[src/meter_params.svh]
`ifndef METER_PARAMS_SVH
`define METER_PARAMS_SVH

// =============================================================
// Clock and timing
`define CLK_HZ          50000000
`define DEBOUNCE_MS     10
`define DEBOUNCE_CYC    ((`CLK_HZ / 1000) * `DEBOUNCE_MS)
`define SCROLL_MS       250
`define SCROLL_CYC      ((`CLK_HZ / 1000) * `SCROLL_MS)
`define DROPOUT_MS      40
`define DROPOUT_CYC     ((`CLK_HZ / 1000) * `DROPOUT_MS)
`define SECOND_S        1
`define SECOND_CYC      (`CLK_HZ * `SECOND_S)

// =============================================================
// Mode dwell times in seconds
`define RESET_SHOW_S    3'h2
`define OFFER_S         3'h3
`define HIBER_SHOW_S    3'h1

// =============================================================
// Register offsets
`define REG_STATUS      8'h00
`define REG_TIME        8'h04
`define REG_FREQ        8'h08
`define REG_PWM_REF     8'h0C
`define REG_VERSION     8'h10

// =============================================================
// Field positions and reset values
`define STATUS_MODE_LSB  0
`define STATUS_TRIAC_BIT 4
`define STATUS_EDIT_LSB  8
`define PWM_REF_RESET    10'h200

// Version digits, values arbitrary
`define VER_D8          4'h1
`define VER_D6          4'h0
`define VER_D5          4'h3

// =============================================================
// Bus responses
`define RESP_OKAY       2'h0
`define RESP_SLVERR     2'h2

`endif

[src/meter_pkg.sv]
package meter_pkg;

    typedef enum logic [2:0] {
        ST_RESET      = 3'h0,
        ST_ENTRY      = 3'h1,
        ST_MEASURE    = 3'h2,
        ST_OFFER      = 3'h3,
        ST_SLEEP      = 3'h4,
        ST_HIBER_SHOW = 3'h5,
        ST_HIBERNATE  = 3'h6
    } mode_t;

    // Digit characters are {1'b1, bcd}
    typedef enum logic [4:0] {
        CH_BLANK = 5'h00,
        CH_S     = 5'h01,
        CH_H     = 5'h02
    } char_t;

    typedef logic [5:0][3:0] time_t;

endpackage

[src/button_debounce.sv]
`timescale 1ns/10ps

module button_debounce #(
    parameter int          N   = 4,
    parameter logic [31:0] CYC = 32'h0007A120
) (
    // Clock and reset
    input  wire logic         aclk,
    input  wire logic         aresetn,
    // Raw buttons, high when pressed
    input  wire logic [N-1:0] raw,
    // Filtered level and edge pulses
    output logic      [N-1:0] held,
    output logic      [N-1:0] press,
    output logic      [N-1:0] release_p
);

    typedef struct packed {
        logic [N-1:0]       stable;
        logic [N-1:0]       press;
        logic [N-1:0]       release_p;
        logic [N-1:0][31:0] cnt;
    } deb_state_t;

    deb_state_t s;
    deb_state_t n;

    // =========================================================
    // Per-button filter
    always_comb begin
        n = s;
        n.press = '0;
        n.release_p = '0;
        for (int i = 0; i < N; i++) begin
            if (raw[i] == s.stable[i]) begin
                n.cnt[i] = '0;
            end else if (s.cnt[i] == CYC - 32'h1) begin
                n.cnt[i] = '0;
                n.stable[i] = raw[i];
                n.press[i] = raw[i];
                n.release_p[i] = !raw[i];
            end else begin
                n.cnt[i] = s.cnt[i] + 32'h1;
            end
        end
    end

    always_ff @(posedge aclk) begin
        if (!aresetn) begin
            s <= '0;
        end else begin
            s <= n;
        end
    end

    assign held = s.stable;
    assign press = s.press;
    assign release_p = s.release_p;

endmodule

[src/meter_mode_time_entry.sv]
`timescale 1ns/10ps
`include "meter_params.svh"

module meter_mode_time_entry
    import meter_pkg::*;
#(
    parameter logic [31:0] DEBOUNCE_CYC = `DEBOUNCE_CYC,
    parameter logic [31:0] SCROLL_CYC   = `SCROLL_CYC,
    parameter logic [31:0] DROPOUT_CYC  = `DROPOUT_CYC,
    parameter logic [31:0] SECOND_CYC   = `SECOND_CYC
) (
    // Clock and reset
    input  wire logic             aclk,
    input  wire logic             aresetn,
    // Pushbuttons, high when pressed
    input  wire logic             load_switch_button,
    input  wire logic             increment_button,
    input  wire logic             enter_button,
    input  wire logic             decrement_button,
    // Comparator and serial sense lines
    input  wire logic             voltage_sense_line,
    input  wire logic             current_sense_line,
    input  wire logic             serial_rx_line,
    // Front end outputs
    output logic                  combined_wake_interrupt,
    output logic                  load_triac_gate,
    output logic                  pwm_reference,
    output logic                  meas_start,
    output logic                  cpu_clock_run,
    output logic                  periph_power_on,
    output logic [7:0][4:0]       display_char,
    output logic                  display_colon,
    // AXI4-Lite write
    input  wire logic [7:0]       awaddr,
    input  wire logic             awvalid,
    output logic                  awready,
    input  wire logic [31:0]      wdata,
    input  wire logic [3:0]       wstrb,
    input  wire logic             wvalid,
    output logic                  wready,
    output logic [1:0]            bresp,
    output logic                  bvalid,
    input  wire logic             bready,
    // AXI4-Lite read
    input  wire logic [7:0]       araddr,
    input  wire logic             arvalid,
    output logic                  arready,
    output logic [31:0]           rdata,
    output logic [1:0]            rresp,
    output logic                  rvalid,
    input  wire logic             rready
);

    typedef struct packed {
        mode_t          mode;
        logic [1:0]     edit;
        time_t          tdig;
        logic           triac_on;
        logic [31:0]    tick_cnt;
        logic [2:0]     sec_cnt;
        logic [31:0]    drop_cnt;
        logic [31:0]    scroll_cnt;
        logic           v_prev;
        logic           c_prev;
        logic           rx_prev;
        logic [7:0]     freq_acc;
        logic [7:0]     freq;
        logic [9:0]     pwm_ref;
        logic [9:0]     pwm_cnt;
        logic           pwm_out;
        logic           wake;
        logic           gate;
        logic           meas_start;
        logic           clk_run;
        logic           periph_on;
        logic [7:0][4:0] disp;
        logic           colon;
        logic           aw_got;
        logic [7:0]     aw_addr;
        logic           w_got;
        logic [31:0]    wdata;
        logic [3:0]     wstrb;
        logic           awready;
        logic           wready;
        logic           bvalid;
        logic [1:0]     bresp;
        logic           arready;
        logic           rvalid;
        logic [31:0]    rdata;
        logic [1:0]     rresp;
    } state_t;

    state_t      s;
    state_t      n;
    logic [3:0]  btn_held;
    logic [3:0]  btn_press;
    logic [3:0]  btn_rel;
    logic        v_edge;
    logic        c_edge;
    logic        rx_edge;
    logic        tick;
    logic        dropout;
    logic        rep;

    // =========================================================
    // Helpers
    function automatic logic [4:0] char_of(input logic [3:0] d);
        return {1'b1, d};
    endfunction

    function automatic logic [3:0] digit_max(input time_t t, input logic [1:0] e);
        logic top;
        top = (t[5] == 4'h2) && (t[4] == 4'h4);
        unique case (e)
            2'h0: return 4'h2;
            2'h1: return (t[5] == 4'h2) ? 4'h4 : 4'h9;
            2'h2: return top ? 4'h0 : 4'h5;
            2'h3: return top ? 4'h0 : 4'h9;
        endcase
    endfunction

    function automatic time_t time_next(input time_t t);
        time_t r;
        r = t;
        r[0] = t[0] + 4'h1;
        if (r[0] == 4'hA) begin
            r[0] = 4'h0;
            r[1] = t[1] + 4'h1;
        end
        if (r[1] == 4'h6) begin
            r[1] = 4'h0;
            r[2] = t[2] + 4'h1;
        end
        if (r[2] == 4'hA) begin
            r[2] = 4'h0;
            r[3] = t[3] + 4'h1;
        end
        if (r[3] == 4'h6) begin
            r[3] = 4'h0;
            r[4] = t[4] + 4'h1;
        end
        if (r[4] == 4'hA) begin
            r[4] = 4'h0;
            r[5] = t[5] + 4'h1;
        end
        if ((r[5] == 4'h2) && (r[4] == 4'h4)) begin
            r = '0;
        end
        return r;
    endfunction

    // =========================================================
    // Button filtering
    button_debounce #(
        .N   (4),
        .CYC (DEBOUNCE_CYC)
    ) u_debounce (
        .aclk      (aclk),
        .aresetn   (aresetn),
        .raw       ({decrement_button, enter_button, increment_button, load_switch_button}),
        .held      (btn_held),
        .press     (btn_press),
        .release_p (btn_rel)
    );

    assign v_edge  = voltage_sense_line ^ s.v_prev;
    assign c_edge  = current_sense_line ^ s.c_prev;
    assign rx_edge = serial_rx_line ^ s.rx_prev;
    assign tick    = s.tick_cnt == SECOND_CYC - 32'h1;
    assign dropout = s.drop_cnt >= DROPOUT_CYC - 32'h1;
    assign rep     = s.scroll_cnt == SCROLL_CYC - 32'h1;

    // =========================================================
    // Next state
    always_comb begin
        logic [2:0] pos;
        logic [3:0] mx;
        logic [3:0] cur;
        logic       up;
        logic       dn;
        pos = 3'h5 - {1'b0, s.edit};
        mx  = digit_max(s.tdig, s.edit);
        cur = s.tdig[pos];
        up  = 1'b0;
        dn  = 1'b0;
        n = s;
        n.v_prev = voltage_sense_line;
        n.c_prev = current_sense_line;
        n.rx_prev = serial_rx_line;
        n.wake = v_edge | c_edge | rx_edge;
        n.pwm_cnt = s.pwm_cnt + 10'h001;
        n.pwm_out = s.pwm_cnt < s.pwm_ref;
        n.tick_cnt = tick ? 32'h0 : s.tick_cnt + 32'h1;
        n.meas_start = 1'b0;
        if (tick) begin
            n.freq = s.freq_acc;
            n.freq_acc = 8'h00;
            n.sec_cnt = (s.sec_cnt == 3'h7) ? s.sec_cnt : s.sec_cnt + 3'h1;
        end else if (voltage_sense_line && !s.v_prev) begin
            n.freq_acc = s.freq_acc + 8'h01;
        end
        n.drop_cnt = v_edge ? 32'h0 : (dropout ? s.drop_cnt : s.drop_cnt + 32'h1);

        // Load switch and gate pulses at each voltage zero crossing while the triac is on
        if (btn_rel[0] && (s.mode != ST_RESET)) begin
            n.triac_on = !s.triac_on;
        end
        n.gate = s.triac_on && v_edge;

        // Held scroll repeat
        if ((btn_held[1] || btn_held[3]) && !rep && !btn_press[1] && !btn_press[3]) begin
            n.scroll_cnt = s.scroll_cnt + 32'h1;
        end else begin
            n.scroll_cnt = 32'h0;
        end
        up = btn_press[1] || (btn_held[1] && rep);
        dn = !up && (btn_press[3] || (btn_held[3] && rep));

        unique case (s.mode)
            ST_RESET: begin
                if (tick && (s.sec_cnt == `RESET_SHOW_S - 3'h1)) begin
                    n.mode = ST_ENTRY;
                    n.edit = 2'h0;
                    n.tdig = '0;
                end
            end
            ST_ENTRY: begin
                if (btn_press[2]) begin
                    if (s.edit == 2'h3) begin
                        n.mode = ST_MEASURE;
                    end else begin
                        n.edit = s.edit + 2'h1;
                        n.tdig[pos - 3'h1] = 4'h0;
                    end
                end else if (up) begin
                    n.tdig[pos] = (cur >= mx) ? 4'h0 : cur + 4'h1;
                end else if (dn) begin
                    n.tdig[pos] = (cur == 4'h0 || cur > mx) ? mx : cur - 4'h1;
                end
            end
            ST_MEASURE: begin
                if (dropout) begin
                    n.mode = ST_OFFER;
                end else if (tick) begin
                    n.tdig = time_next(s.tdig);
                    n.meas_start = 1'b1;
                end
            end
            ST_OFFER: begin
                if (btn_press[2]) begin
                    n.mode = ST_HIBER_SHOW;
                end else if (v_edge) begin
                    n.mode = ST_MEASURE;
                end else if (tick && (s.sec_cnt == `OFFER_S - 3'h1)) begin
                    n.mode = ST_SLEEP;
                end
            end
            ST_SLEEP: begin
                if (v_edge) begin
                    n.mode = ST_MEASURE;
                end
            end
            ST_HIBER_SHOW, ST_HIBERNATE: begin
                if (v_edge) begin
                    n.mode = ST_ENTRY;
                    n.edit = 2'h0;
                    n.tdig = '0;
                end else if (s.mode == ST_HIBER_SHOW && tick
                             && (s.sec_cnt == `HIBER_SHOW_S - 3'h1)) begin
                    n.mode = ST_HIBERNATE;
                end
            end
            default: n.mode = ST_RESET;
        endcase
        if (n.mode != s.mode) begin
            n.sec_cnt = 3'h0;
        end
        n.clk_run = (n.mode != ST_SLEEP) && (n.mode != ST_HIBERNATE);
        n.periph_on = n.mode != ST_HIBERNATE;

        // Display
        n.disp = '0;
        n.colon = 1'b0;
        unique case (n.mode)
            ST_RESET: begin
                n.disp[7] = char_of(`VER_D8);
                n.disp[5] = char_of(`VER_D6);
                n.disp[4] = char_of(`VER_D5);
            end
            ST_ENTRY: begin
                n.colon = 1'b1;
                for (int i = 0; i < 4; i++) begin
                    if (i <= int'(n.edit)) begin
                        n.disp[5 - i] = char_of(n.tdig[5 - i]);
                    end
                end
            end
            ST_MEASURE: begin
                n.colon = 1'b1;
                for (int i = 0; i < 6; i++) begin
                    n.disp[i] = char_of(n.tdig[i]);
                end
            end
            ST_OFFER, ST_SLEEP: n.disp[7] = CH_S;
            ST_HIBER_SHOW: n.disp[7] = CH_H;
            default: n.disp = '0;
        endcase

        // Register bus, write side
        if (s.awready && awvalid) begin
            n.aw_got = 1'b1;
            n.aw_addr = awaddr;
        end
        if (s.wready && wvalid) begin
            n.w_got = 1'b1;
            n.wdata = wdata;
            n.wstrb = wstrb;
        end
        if (s.bvalid && bready) begin
            n.bvalid = 1'b0;
        end
        if (s.aw_got && s.w_got && !s.bvalid) begin
            n.aw_got = 1'b0;
            n.w_got = 1'b0;
            n.bvalid = 1'b1;
            n.bresp = `RESP_SLVERR;
            if (s.aw_addr == `REG_PWM_REF) begin
                n.bresp = `RESP_OKAY;
                if (s.wstrb[0]) begin
                    n.pwm_ref[7:0] = s.wdata[7:0];
                end
                if (s.wstrb[1]) begin
                    n.pwm_ref[9:8] = s.wdata[9:8];
                end
            end
        end
        n.awready = !n.aw_got && !n.bvalid;
        n.wready = !n.w_got && !n.bvalid;

        // Register bus, read side
        if (s.rvalid && rready) begin
            n.rvalid = 1'b0;
        end
        if (s.arready && arvalid) begin
            n.rvalid = 1'b1;
            n.rresp = `RESP_OKAY;
            n.rdata = 32'h0;
            unique case (araddr)
                `REG_STATUS: begin
                    n.rdata[`STATUS_MODE_LSB +: 3] = s.mode;
                    n.rdata[`STATUS_TRIAC_BIT] = s.triac_on;
                    n.rdata[`STATUS_EDIT_LSB +: 2] = s.edit;
                end
                `REG_TIME:    n.rdata[23:0] = s.tdig;
                `REG_FREQ:    n.rdata[7:0] = s.freq;
                `REG_PWM_REF: n.rdata[9:0] = s.pwm_ref;
                `REG_VERSION: n.rdata[11:0] = {`VER_D8, `VER_D6, `VER_D5};
                default:      n.rresp = `RESP_SLVERR;
            endcase
        end
        n.arready = !n.rvalid;
    end

    always_ff @(posedge aclk) begin
        if (!aresetn) begin
            s <= '0;
            s.pwm_ref <= `PWM_REF_RESET;
            s.clk_run <= 1'b1;
            s.periph_on <= 1'b1;
        end else begin
            s <= n;
        end
    end

    // =========================================================
    // Outputs
    assign combined_wake_interrupt = s.wake;
    assign load_triac_gate = s.gate;
    assign pwm_reference = s.pwm_out;
    assign meas_start = s.meas_start;
    assign cpu_clock_run = s.clk_run;
    assign periph_power_on = s.periph_on;
    assign display_char = s.disp;
    assign display_colon = s.colon;
    assign awready = s.awready;
    assign wready = s.wready;
    assign bvalid = s.bvalid;
    assign bresp = s.bresp;
    assign arready = s.arready;
    assign rvalid = s.rvalid;
    assign rdata = s.rdata;
    assign rresp = s.rresp;

    // =========================================================
    // Checks
    a_reset_mode_entry: assert property (@(posedge aclk) !aresetn |=> s.mode == ST_RESET)
        else $error("reset did not enter reset mode");
    a_reset_version_show: assert property (@(posedge aclk) disable iff (!aresetn)
        (s.mode == ST_RESET)[*3] |-> display_char[7] == char_of(`VER_D8))
        else $error("version not shown in reset mode");
    a_reset_load_ignored: assert property (@(posedge aclk) disable iff (!aresetn)
        (s.mode == ST_RESET && btn_rel[0]) |=> $stable(s.triac_on))
        else $error("load switch acted in reset mode");
    a_load_toggle: assert property (@(posedge aclk) disable iff (!aresetn)
        (s.mode != ST_RESET && btn_rel[0]) |=> s.triac_on != $past(s.triac_on))
        else $error("load switch did not toggle triac");
    a_edge_wake_pulse: assert property (@(posedge aclk) disable iff (!aresetn)
        (v_edge || c_edge || rx_edge) |=> combined_wake_interrupt)
        else $error("sense edge gave no wake pulse");
    a_triac_gate_fire: assert property (@(posedge aclk) disable iff (!aresetn)
        load_triac_gate |-> $past(s.triac_on) && $past(v_edge))
        else $error("gate pulse without enable");
    a_sleep_wake: assert property (@(posedge aclk) disable iff (!aresetn)
        (s.mode == ST_SLEEP && v_edge) |=> s.mode == ST_MEASURE ##1 cpu_clock_run)
        else $error("sleep did not resume measurement");
    a_hiber_wake: assert property (@(posedge aclk) disable iff (!aresetn)
        (s.mode == ST_HIBERNATE && v_edge) |=> s.mode == ST_ENTRY && s.tdig == '0)
        else $error("hibernate did not return to entry");
    a_entry_to_measure: assert property (@(posedge aclk) disable iff (!aresetn)
        (s.mode == ST_ENTRY && s.edit == 2'h3 && btn_press[2]) |=> s.mode == ST_MEASURE)
        else $error("entry did not finish into measurement");
    a_time_day_wrap: assert property (@(posedge aclk) disable iff (!aresetn)
        (s.mode == ST_MEASURE && tick && !dropout
         && (s.tdig == 24'h235959 || s.tdig[5:4] == 8'h24)) |=> s.tdig == '0)
        else $error("time did not wrap at midnight");

endmodule

[config.mk]
export PLATFORM = sky130hd
export DESIGN_NAME = meter_mode_time_entry
export DESIGN_NICKNAME = d
export VERILOG_FILES = /design/src/meter_pkg.sv /design/src/button_debounce.sv /design/src/meter_mode_time_entry.sv
export VERILOG_INCLUDE_DIRS = /design/src
export SDC_FILE = /design/constraint.sdc
export NUM_CORES = 1
export LEC_CHECK = 0
export BUFFER_PORTS_ARGS = -buffer_cell sky130_fd_sc_hd__buf_2
export CAP_MARGIN = 20
export CORE_UTILIZATION = 45
export CTS_BUF_LIST = sky130_fd_sc_hd__clkbuf_8
export CTS_CLUSTER_DIAMETER = 60
export DETAILED_ROUTE_END_ITERATION = 8
export PLACE_DENSITY = 0.6
export SETUP_SLACK_MARGIN = 0.2
export SLEW_MARGIN = 20
export SYNTH_ARGS = -nofsm -noshare
export SYNTH_HDL_FRONTEND = slang
export SYNTH_SLANG_ARGS = --single-unit
[constraint.sdc]
create_clock -name aclk -period 4.8 [get_ports aclk]
set_input_delay 0.96 -clock aclk [delete_from_list [all_inputs] [get_ports aclk]]
set_output_delay 0.96 -clock aclk [all_outputs]
set_load 0.01 [all_outputs]
==> summary.md, run 1 <==
| Metric | Value |
|---|---|
| Crit-path slowest cell | `dfxtp_1` |
| Final Hold Viols | `0` |
| Flop pwr share | `0.505` |
| EDFF count, synth | `0` |
| CP max stage delay | `0.76 ns` |
| First-pass GRT wire length | `73100 um` |
| Pin count of the biggest net entering global routing | `72` |
| CTS resizes | `0` |
| Sequential area share after synthesis | `0.420` |
| RSZ-0062 raised after global routing | `false` |
| Actual slew at the worst max-slew pin | `1.07 ns` |
| Root Buffer Master | `clkbuf_8` |
| Core ar. | `41100 um^2` |
| Violated checks | `design-rule violations` |
| CTS tree | `built` |
| Max-slew violations | `0` |
| # nets final | `2402` |
| Vias in the first global route | `14300` |
| FFs w/ async S/R, synth | `0` |
| DIE AREA | `42800 um^2` |
| Clock tree buffer depth | `3` |
| CTS Hold Bufs | `0` |
| Via count | `15300` |
| P_int | `0.00510 W` |
| #FFs+latches synth | `396` |
| Crit share post-route | `0.847` |
| Worst rel slew slack | `0.283` |
| Commonest non-fill, non-tap cell in the layout | `dfxtp_1` |
| Drt total wl | `45100 um` |
| Die H | `207 um` |
| Final Critical Period | `4.07 ns` |
| Clock Skews | `0.0353 ns` |
| Critical path buffers and inverters | `1` |
| Worst Path Required | `5.28 ns` |
| Family with the most delay on the worst path | `compound AO/OA/AOI/OAI gates` |
| Fmax | `246 MHz` |
| Data arrival time of the worst path | `4.55 ns` |
| Worst skew pair latency | `0.61 ns` |
| RD Place Congestion | `0.933` |
| Mapped cell area | `18900 um^2` |
| Drt wl/cell | `15.7 um` |
| Initial core utilization | `0.459` |
| Setup Fix Bufs, Post-CTS | `0` |
| Iteration-0 DRC Markers | `1025` |
| Synth warn | `0` |
| Worst setup SP type | `flip-flop` |
| Num CTS Buffers | `69` |
| Post-Synthesis Cells | `2240` |
| # DRC | `10` |
| DP HPWL | `31900 um` |
| Max Cap Viol | `0` |
| GRT Resource Usage Total | `0.212` |
| CP Max Fanout | `13` |
| Kind of end point of the critical path | `flip-flop` |
| Clk sinks | `396` |
| Power per cell area | `318 nW/um^2` |
| Via density | `5.30` |
| Ports | `154` |
| Worst vdd ir | `0.000171 V` |
| Distinct cells, synth | `82` |
| Grt total ovfl | `0` |
| Worst-path clk slew | `0.06 ns` |
| Crit Path Class | `flip-flop to flip-flop` |
| Main synth FF type | `dfxtp_1` |
| Sum of negative setup slack | `0 ns` |
| Clk network pwr share | `0.467` |
| Combinational power share | `0.028` |
| Row count | `74` |
| H-Tree Depth | `3` |
| Leakage Power | `7.98 nW` |
| Crit-path cells | `mux4_2, ha_1, nand4_1, a21boi_0, nor3_1, o31ai_2, buf_4, a21oi_1, o221ai_1, o311ai_1, a41o_1, and2_1` |
| Placed insts | `2758` |
| Final cell count without fillers | `2880` |
| Syn avg cell area | `8.42 um^2` |
| TritonRoute pass-1 iters | `7` |
| Sw frac | `0.228` |
| Most frequent cells in the layout | `dfxtp_1 (396), nor2_1 (355), nand2_1 (207), xor2_1 (154), nand3_1 (128)` |
| Hold WC Path Type | `flip-flop to flip-flop` |
| Area delta synth->final | `10.3%` |
| Status | `complete, but fails checks` |
| Antenna cells | `0` |
| Layout cell share with drive strength beyond 1 | `0.118` |
| Sw power | `0.00151 W` |
| Initial antenna violation count | `0` |
| Port Buf Inserts | `112` |
| Setup violators final | `0` |
| Antenna-violating nets left | `0` |
| Die X | `207 um` |
flip-flops by register name (all words and copies together), names as in the netlist:
name,count
s,190
u_debounce.s,128
display_char,32
rdata,24
u_debounce.held,4
u_debounce.press,3
arready,1
awready,1
bresp,1
bvalid,1
combined_wake_interrupt,1
cpu_clock_run,1
display_colon,1
load_triac_gate,1
meas_start,1
periph_power_on,1
pwm_reference,1
rresp,1
rvalid,1
u_debounce.release_p,1
wready,1
worst reg2reg max path: stages, from the launching register on:
cell and delay, ns:
dfxtp_1 0.76, mux4_2 0.70, ha_1 0.36, nand4_1 0.12, a21boi_0 0.54, nor3_1 0.15, o31ai_2 0.25, buf_4 0.19
a21oi_1 0.09, o221ai_1 0.24, o311ai_1 0.14, a41o_1 0.26, and2_1 0.15
through the flow:
step	hold slack (ns)	utilization	total power (W)	instance area, um^2	worst slack [ns]
2_1_floorplan	0.418	-	0.00354	18900	1.37
3_3_place_gp	0.431	0.472	0.00359	19400	0.865
3_5_place_dp	0.443	0.472	0.00360	19400	0.845
4_1_cts	0.437	0.506	0.00673	20800	0.805
5_1_grt	0.452	0.506	0.00690	20800	0.476
6_report	0.435	0.506	0.00661	20800	0.733
path summary, 6_finish.rpt:
kind	startpoint	slack, ns	to	depth (start not counted)
max	s[297]	0.73	display_char[13]	12
min reg2reg	s[77]	0.43	wready	1
max reg2reg	s[297]	0.73	display_char[13]	12
min	s[77]	0.43	wready	1
power groups by stage:
| stage | Combinational (W) | Sequential [W] | Clock, W |
|---|---|---|---|
| 4_1_cts | 0.000190 | 0.00334 | 0.00320 |
| 6_report | 0.000187 | 0.00334 | 0.00308 |
| 3_5_place_dp | 0.000189 | 0.00341 | 0 |
| 5_1_grt | 0.000212 | 0.00334 | 0.00335 |
| 2_1_floorplan | 0.000136 | 0.00341 | 0 |
| 3_3_place_gp | 0.000186 | 0.00341 | 0 |
kinds of logic after synthesis:
logic type	share of synthesized area
fa+ha+maj	0.0259
compound gates	0.0922
flops	0.420
buf+inv	0.0619
other cells	0.000199
mux	0.0329
xor+xnor	0.0998
simple gates	0.267
metal layers:
layer	track usage	vias to the layer above	part of all wire	routed length, um
met4	0.0787	0	0.024	1090
li1	-	7711	-	-
met2	0.335	383	0.45	20200
met1	0.288	7088	0.47	21300
met3	0.0408	88	0.055	2500
met5	0	-	0	0
cell type report:
type	count	area [um^2]
sequential	396	7930
fill	3989	20300
tap	532	666
multi-input combinational	1631	9840
inverter	61	230
clock inverter	36	211
timing repair buffer	138	756
clock buffer	86	1180
cell usage after synthesis (36+ instances only):
library cell,number,area share
nand3_1,128,0.034
xor2_1,154,0.071
dfxtp_1,396,0.42
nand2_1,207,0.041
clkbuf_1,80,0.016
xnor2_1,61,0.028
nor2_1,355,0.071
a21oi_1,87,0.023
nand4_1,45,0.015
o21ai_0,53,0.014
inv_1,61,0.012
and3_1,62,0.021
buf_4,76,0.030
nor3_1,56,0.015
ha_1,39,0.026
and2_1,36,0.012
(Power assumes the default switching activity.)
==> run 2, diff against run 1 <==
==> constraint.sdc (replaced) <==
create_clock -name aclk -period 4.22 [get_ports aclk]
set_input_delay 0.844 -clock aclk [delete_from_list [all_inputs] [get_ports aclk]]
set_output_delay 0.844 -clock aclk [all_outputs]
set_load 0.01 [all_outputs]
==> summary.md, run 2 (synthesis gave the netlist of run 1 again) <==
| Metric | Value |
|---|---|
| Leakage Power | `8.01 nW (was 7.98 nW)` |
| DIE AREA | `42800 um^2 (unchanged)` |
| Die X | `207 um (unchanged)` |
| Clk network pwr share | `0.464 (was 0.467)` |
| Crit share post-route | `0.872 (was 0.847)` |
| Clock tree buffer depth | `3 (unchanged)` |
| Layout cell share with drive strength beyond 1 | `0.123 (was 0.118)` |
| Crit Path Class | `flip-flop to flip-flop (unchanged)` |
| Largest register FFs | `190 (unchanged)` |
| H-Tree Depth | `3 (unchanged)` |
| Commonest non-fill, non-tap cell in the layout | `dfxtp_1 (unchanged)` |
| # DRC | `7 (was 10)` |
| Fillers | `3977 (was 3989)` |
| Status | `complete, but fails checks (unchanged)` |
| P_int | `0.00572 W (was 0.00510 W)` |
| Via density | `5.32 (was 5.30)` |
| Clk sinks | `396 (unchanged)` |
| Register with the most flip-flops | `s (unchanged)` |
| Max-slew violations | `0 (unchanged)` |
| Antenna cells | `0 (unchanged)` |
| Antenna-violating nets left | `0 (unchanged)` |
| Pin count of the biggest net entering global routing | `70 (was 72)` |
| Kind of end point of the critical path | `flip-flop (unchanged)` |
| Overall power | `0.00748 W (was 0.00661 W)` |
| Initial antenna violation count | `2 (was 0)` |
| TritonRoute pass-1 iters | `9 (was 7)` |
| Sw frac | `0.236 (was 0.228)` |
| Placed insts | `2767 (was 2758)` |
| Worst Path Required | `4.77 ns (was 5.28 ns)` |
| Final Critical Period | `3.68 ns (was 4.07 ns)` |
| Row count | `74 (unchanged)` |
| Area delta synth->final | `10.5% (was 10.3%)` |
| Initial core utilization | `0.459 (unchanged)` |
| Setup violators final | `0 (unchanged)` |
| Grt total ovfl | `0 (unchanged)` |
| Power per cell area | `359 nW/um^2 (was 318 nW/um^2)` |
| Root Buffer Master | `clkbuf_8 (unchanged)` |
| DP HPWL | `31700 um (was 31900 um)` |
| Worst rel slew slack | `0.275 (was 0.283)` |
| Violated checks | `design-rule violations (unchanged)` |
| Final WS setup | `0.539 ns (was 0.733 ns)` |
| CTS resizes | `0 (unchanged)` |
| Drt wl/cell | `15.5 um (was 15.7 um)` |
| Worst skew pair latency | `0.62 ns (was 0.61 ns)` |
| # nets final | `2412 (was 2402)` |
| Clock Skews | `0.0292 ns (was 0.0353 ns)` |
| Iteration-0 DRC Markers | `890 (was 1025)` |
| RSZ-0062 raised after global routing | `false (unchanged)` |
| Actual slew at the worst max-slew pin | `1.09 ns (was 1.07 ns)` |
| CTS tree | `built (unchanged)` |
| Num CTS Buffers | `69 (unchanged)` |
| GRT Resource Usage Total | `0.213 (was 0.212)` |
| Core ar. | `41100 um^2 (unchanged)` |
| Most frequent cells in the layout | `dfxtp_1 (396), nor2_1 (354), nand2_1 (207), xor2_1 (154), nand3_1 (128) (was dfxtp_1 (396), nor2_1 (355), nand2_1 (207), xor2_1 (154), nand3_1 (128))` |
| Port Buf Inserts | `112 (unchanged)` |
| Worst setup SP type | `flip-flop (unchanged)` |
| Hold WC Path Type | `flip-flop to flip-flop (unchanged)` |
| Final Hold Viols | `0 (unchanged)` |
| Worst vdd ir | `0.000258 V (was 0.000171 V)` |
| Data arrival time of the worst path | `4.24 ns (was 4.55 ns)` |
| Fmax | `272 MHz (was 246 MHz)` |
| RD Place Congestion | `0.959 (was 0.933)` |
| Drt total wl | `44900 um (was 45100 um)` |
| CTS Hold Bufs | `0 (unchanged)` |
| Place WS | `0.612 ns (was 0.845 ns)` |
| Sum of negative setup slack | `0 ns (unchanged)` |
| CP Max Fanout | `14 (was 13)` |
| Flop pwr share | `0.508 (was 0.505)` |
| Max Cap Viol | `0 (unchanged)` |
| Vias in the first global route | `14500 (was 14300)` |
| Setup Fix Bufs, Post-CTS | `0 (unchanged)` |
| Worst-path clk slew | `0.07 ns (was 0.06 ns)` |
| Combinational power share | `0.028 (about the same)` |
| Ports | `154 (unchanged)` |
| Die H | `207 um (unchanged)` |
| Worst hold slack | `0.444 ns (was 0.435 ns)` |
| Via count | `15400 (was 15300)` |
| Sw power | `0.00176 W (was 0.00151 W)` |
| First-pass GRT wire length | `73400 um (was 73100 um)` |
| Final cell count without fillers | `2888 (was 2880)` |
## run 2: changes by cell type in the layout (fill, tap and decap cells not counted), sizes merged
cell / change
buf: +9
bufinv: -1
clkbuf: -1
inv: +1
## run 2: cell type report
| class | count | area (um^2) | share of cell area |
|---|---|---|---|
| clock inverters | 36 | 205 | 0.00984 |
| well taps | 532 | 666 | 0.0319 |
| repair buffers | 148 | 828 | 0.0397 |
| flip-flops and latches | 396 | 7930 | 0.380 |
| multi-input cells | 1631 | 9840 | 0.472 |
| clock buffers | 84 | 1160 | 0.0554 |
| inverters | 61 | 230 | 0.0110 |
## run 2: power groups by stage
| stage | Combinational, W | Clock (W) | Sequential (W) |
|---|---|---|---|
| CTS | 0.000214 | 0.00360 | 0.00380 |
| global route | 0.000239 | 0.00376 | 0.00380 |
| finish | 0.000212 | 0.00347 | 0.00380 |
| detailed placement | 0.000213 | 0 | 0.00388 |
| global placement | 0.000209 | 0 | 0.00388 |
| floorplan | 0.000154 | 0 | 0.00387 |
## run 2: worst paths after layout
path                                  startpoint          endpoint  slack (ns)  cells past startpoint
worst max-delay path                      s[297]            s[284]        0.54                     13
worst min-delay path            u_debounce.s[64]  u_debounce.s[64]        0.44                      1
worst max register to register            s[297]            s[284]        0.54                     13
worst min register to register  u_debounce.s[64]  u_debounce.s[64]        0.44                      1
## run 2: worst max-delay path, stage by stage, from the launching register on
cell and delay, ns:
dfxtp_1 0.70, mux4_2 0.68, ha_1 0.36, a21oi_1 0.22, a21boi_0 0.12, buf_4 0.17
nor3_1 0.23, o31ai_2 0.11, buf_4 0.17, o41ai_1 0.24, nand3_1 0.15, o311ai_1 0.15
a41o_1 0.17, and2_1 0.13
## run 2: per-layer routing
metal	global-route usage	vias up	wire, um
met5	0	-	13
met4	0.0735	2	918
met3	0.0381	70	2280
met2	0.338	349	20200
met1	0.289	7192	21500
li1	-	7744	-
## run 2: per-stage QoR
stage,area [um^2],utilization
floorplan,18900,-
detailed placement,19500,0.474
global placement,19500,0.474
global route,20900,0.507
CTS,20800,0.507
finish,20900,0.507
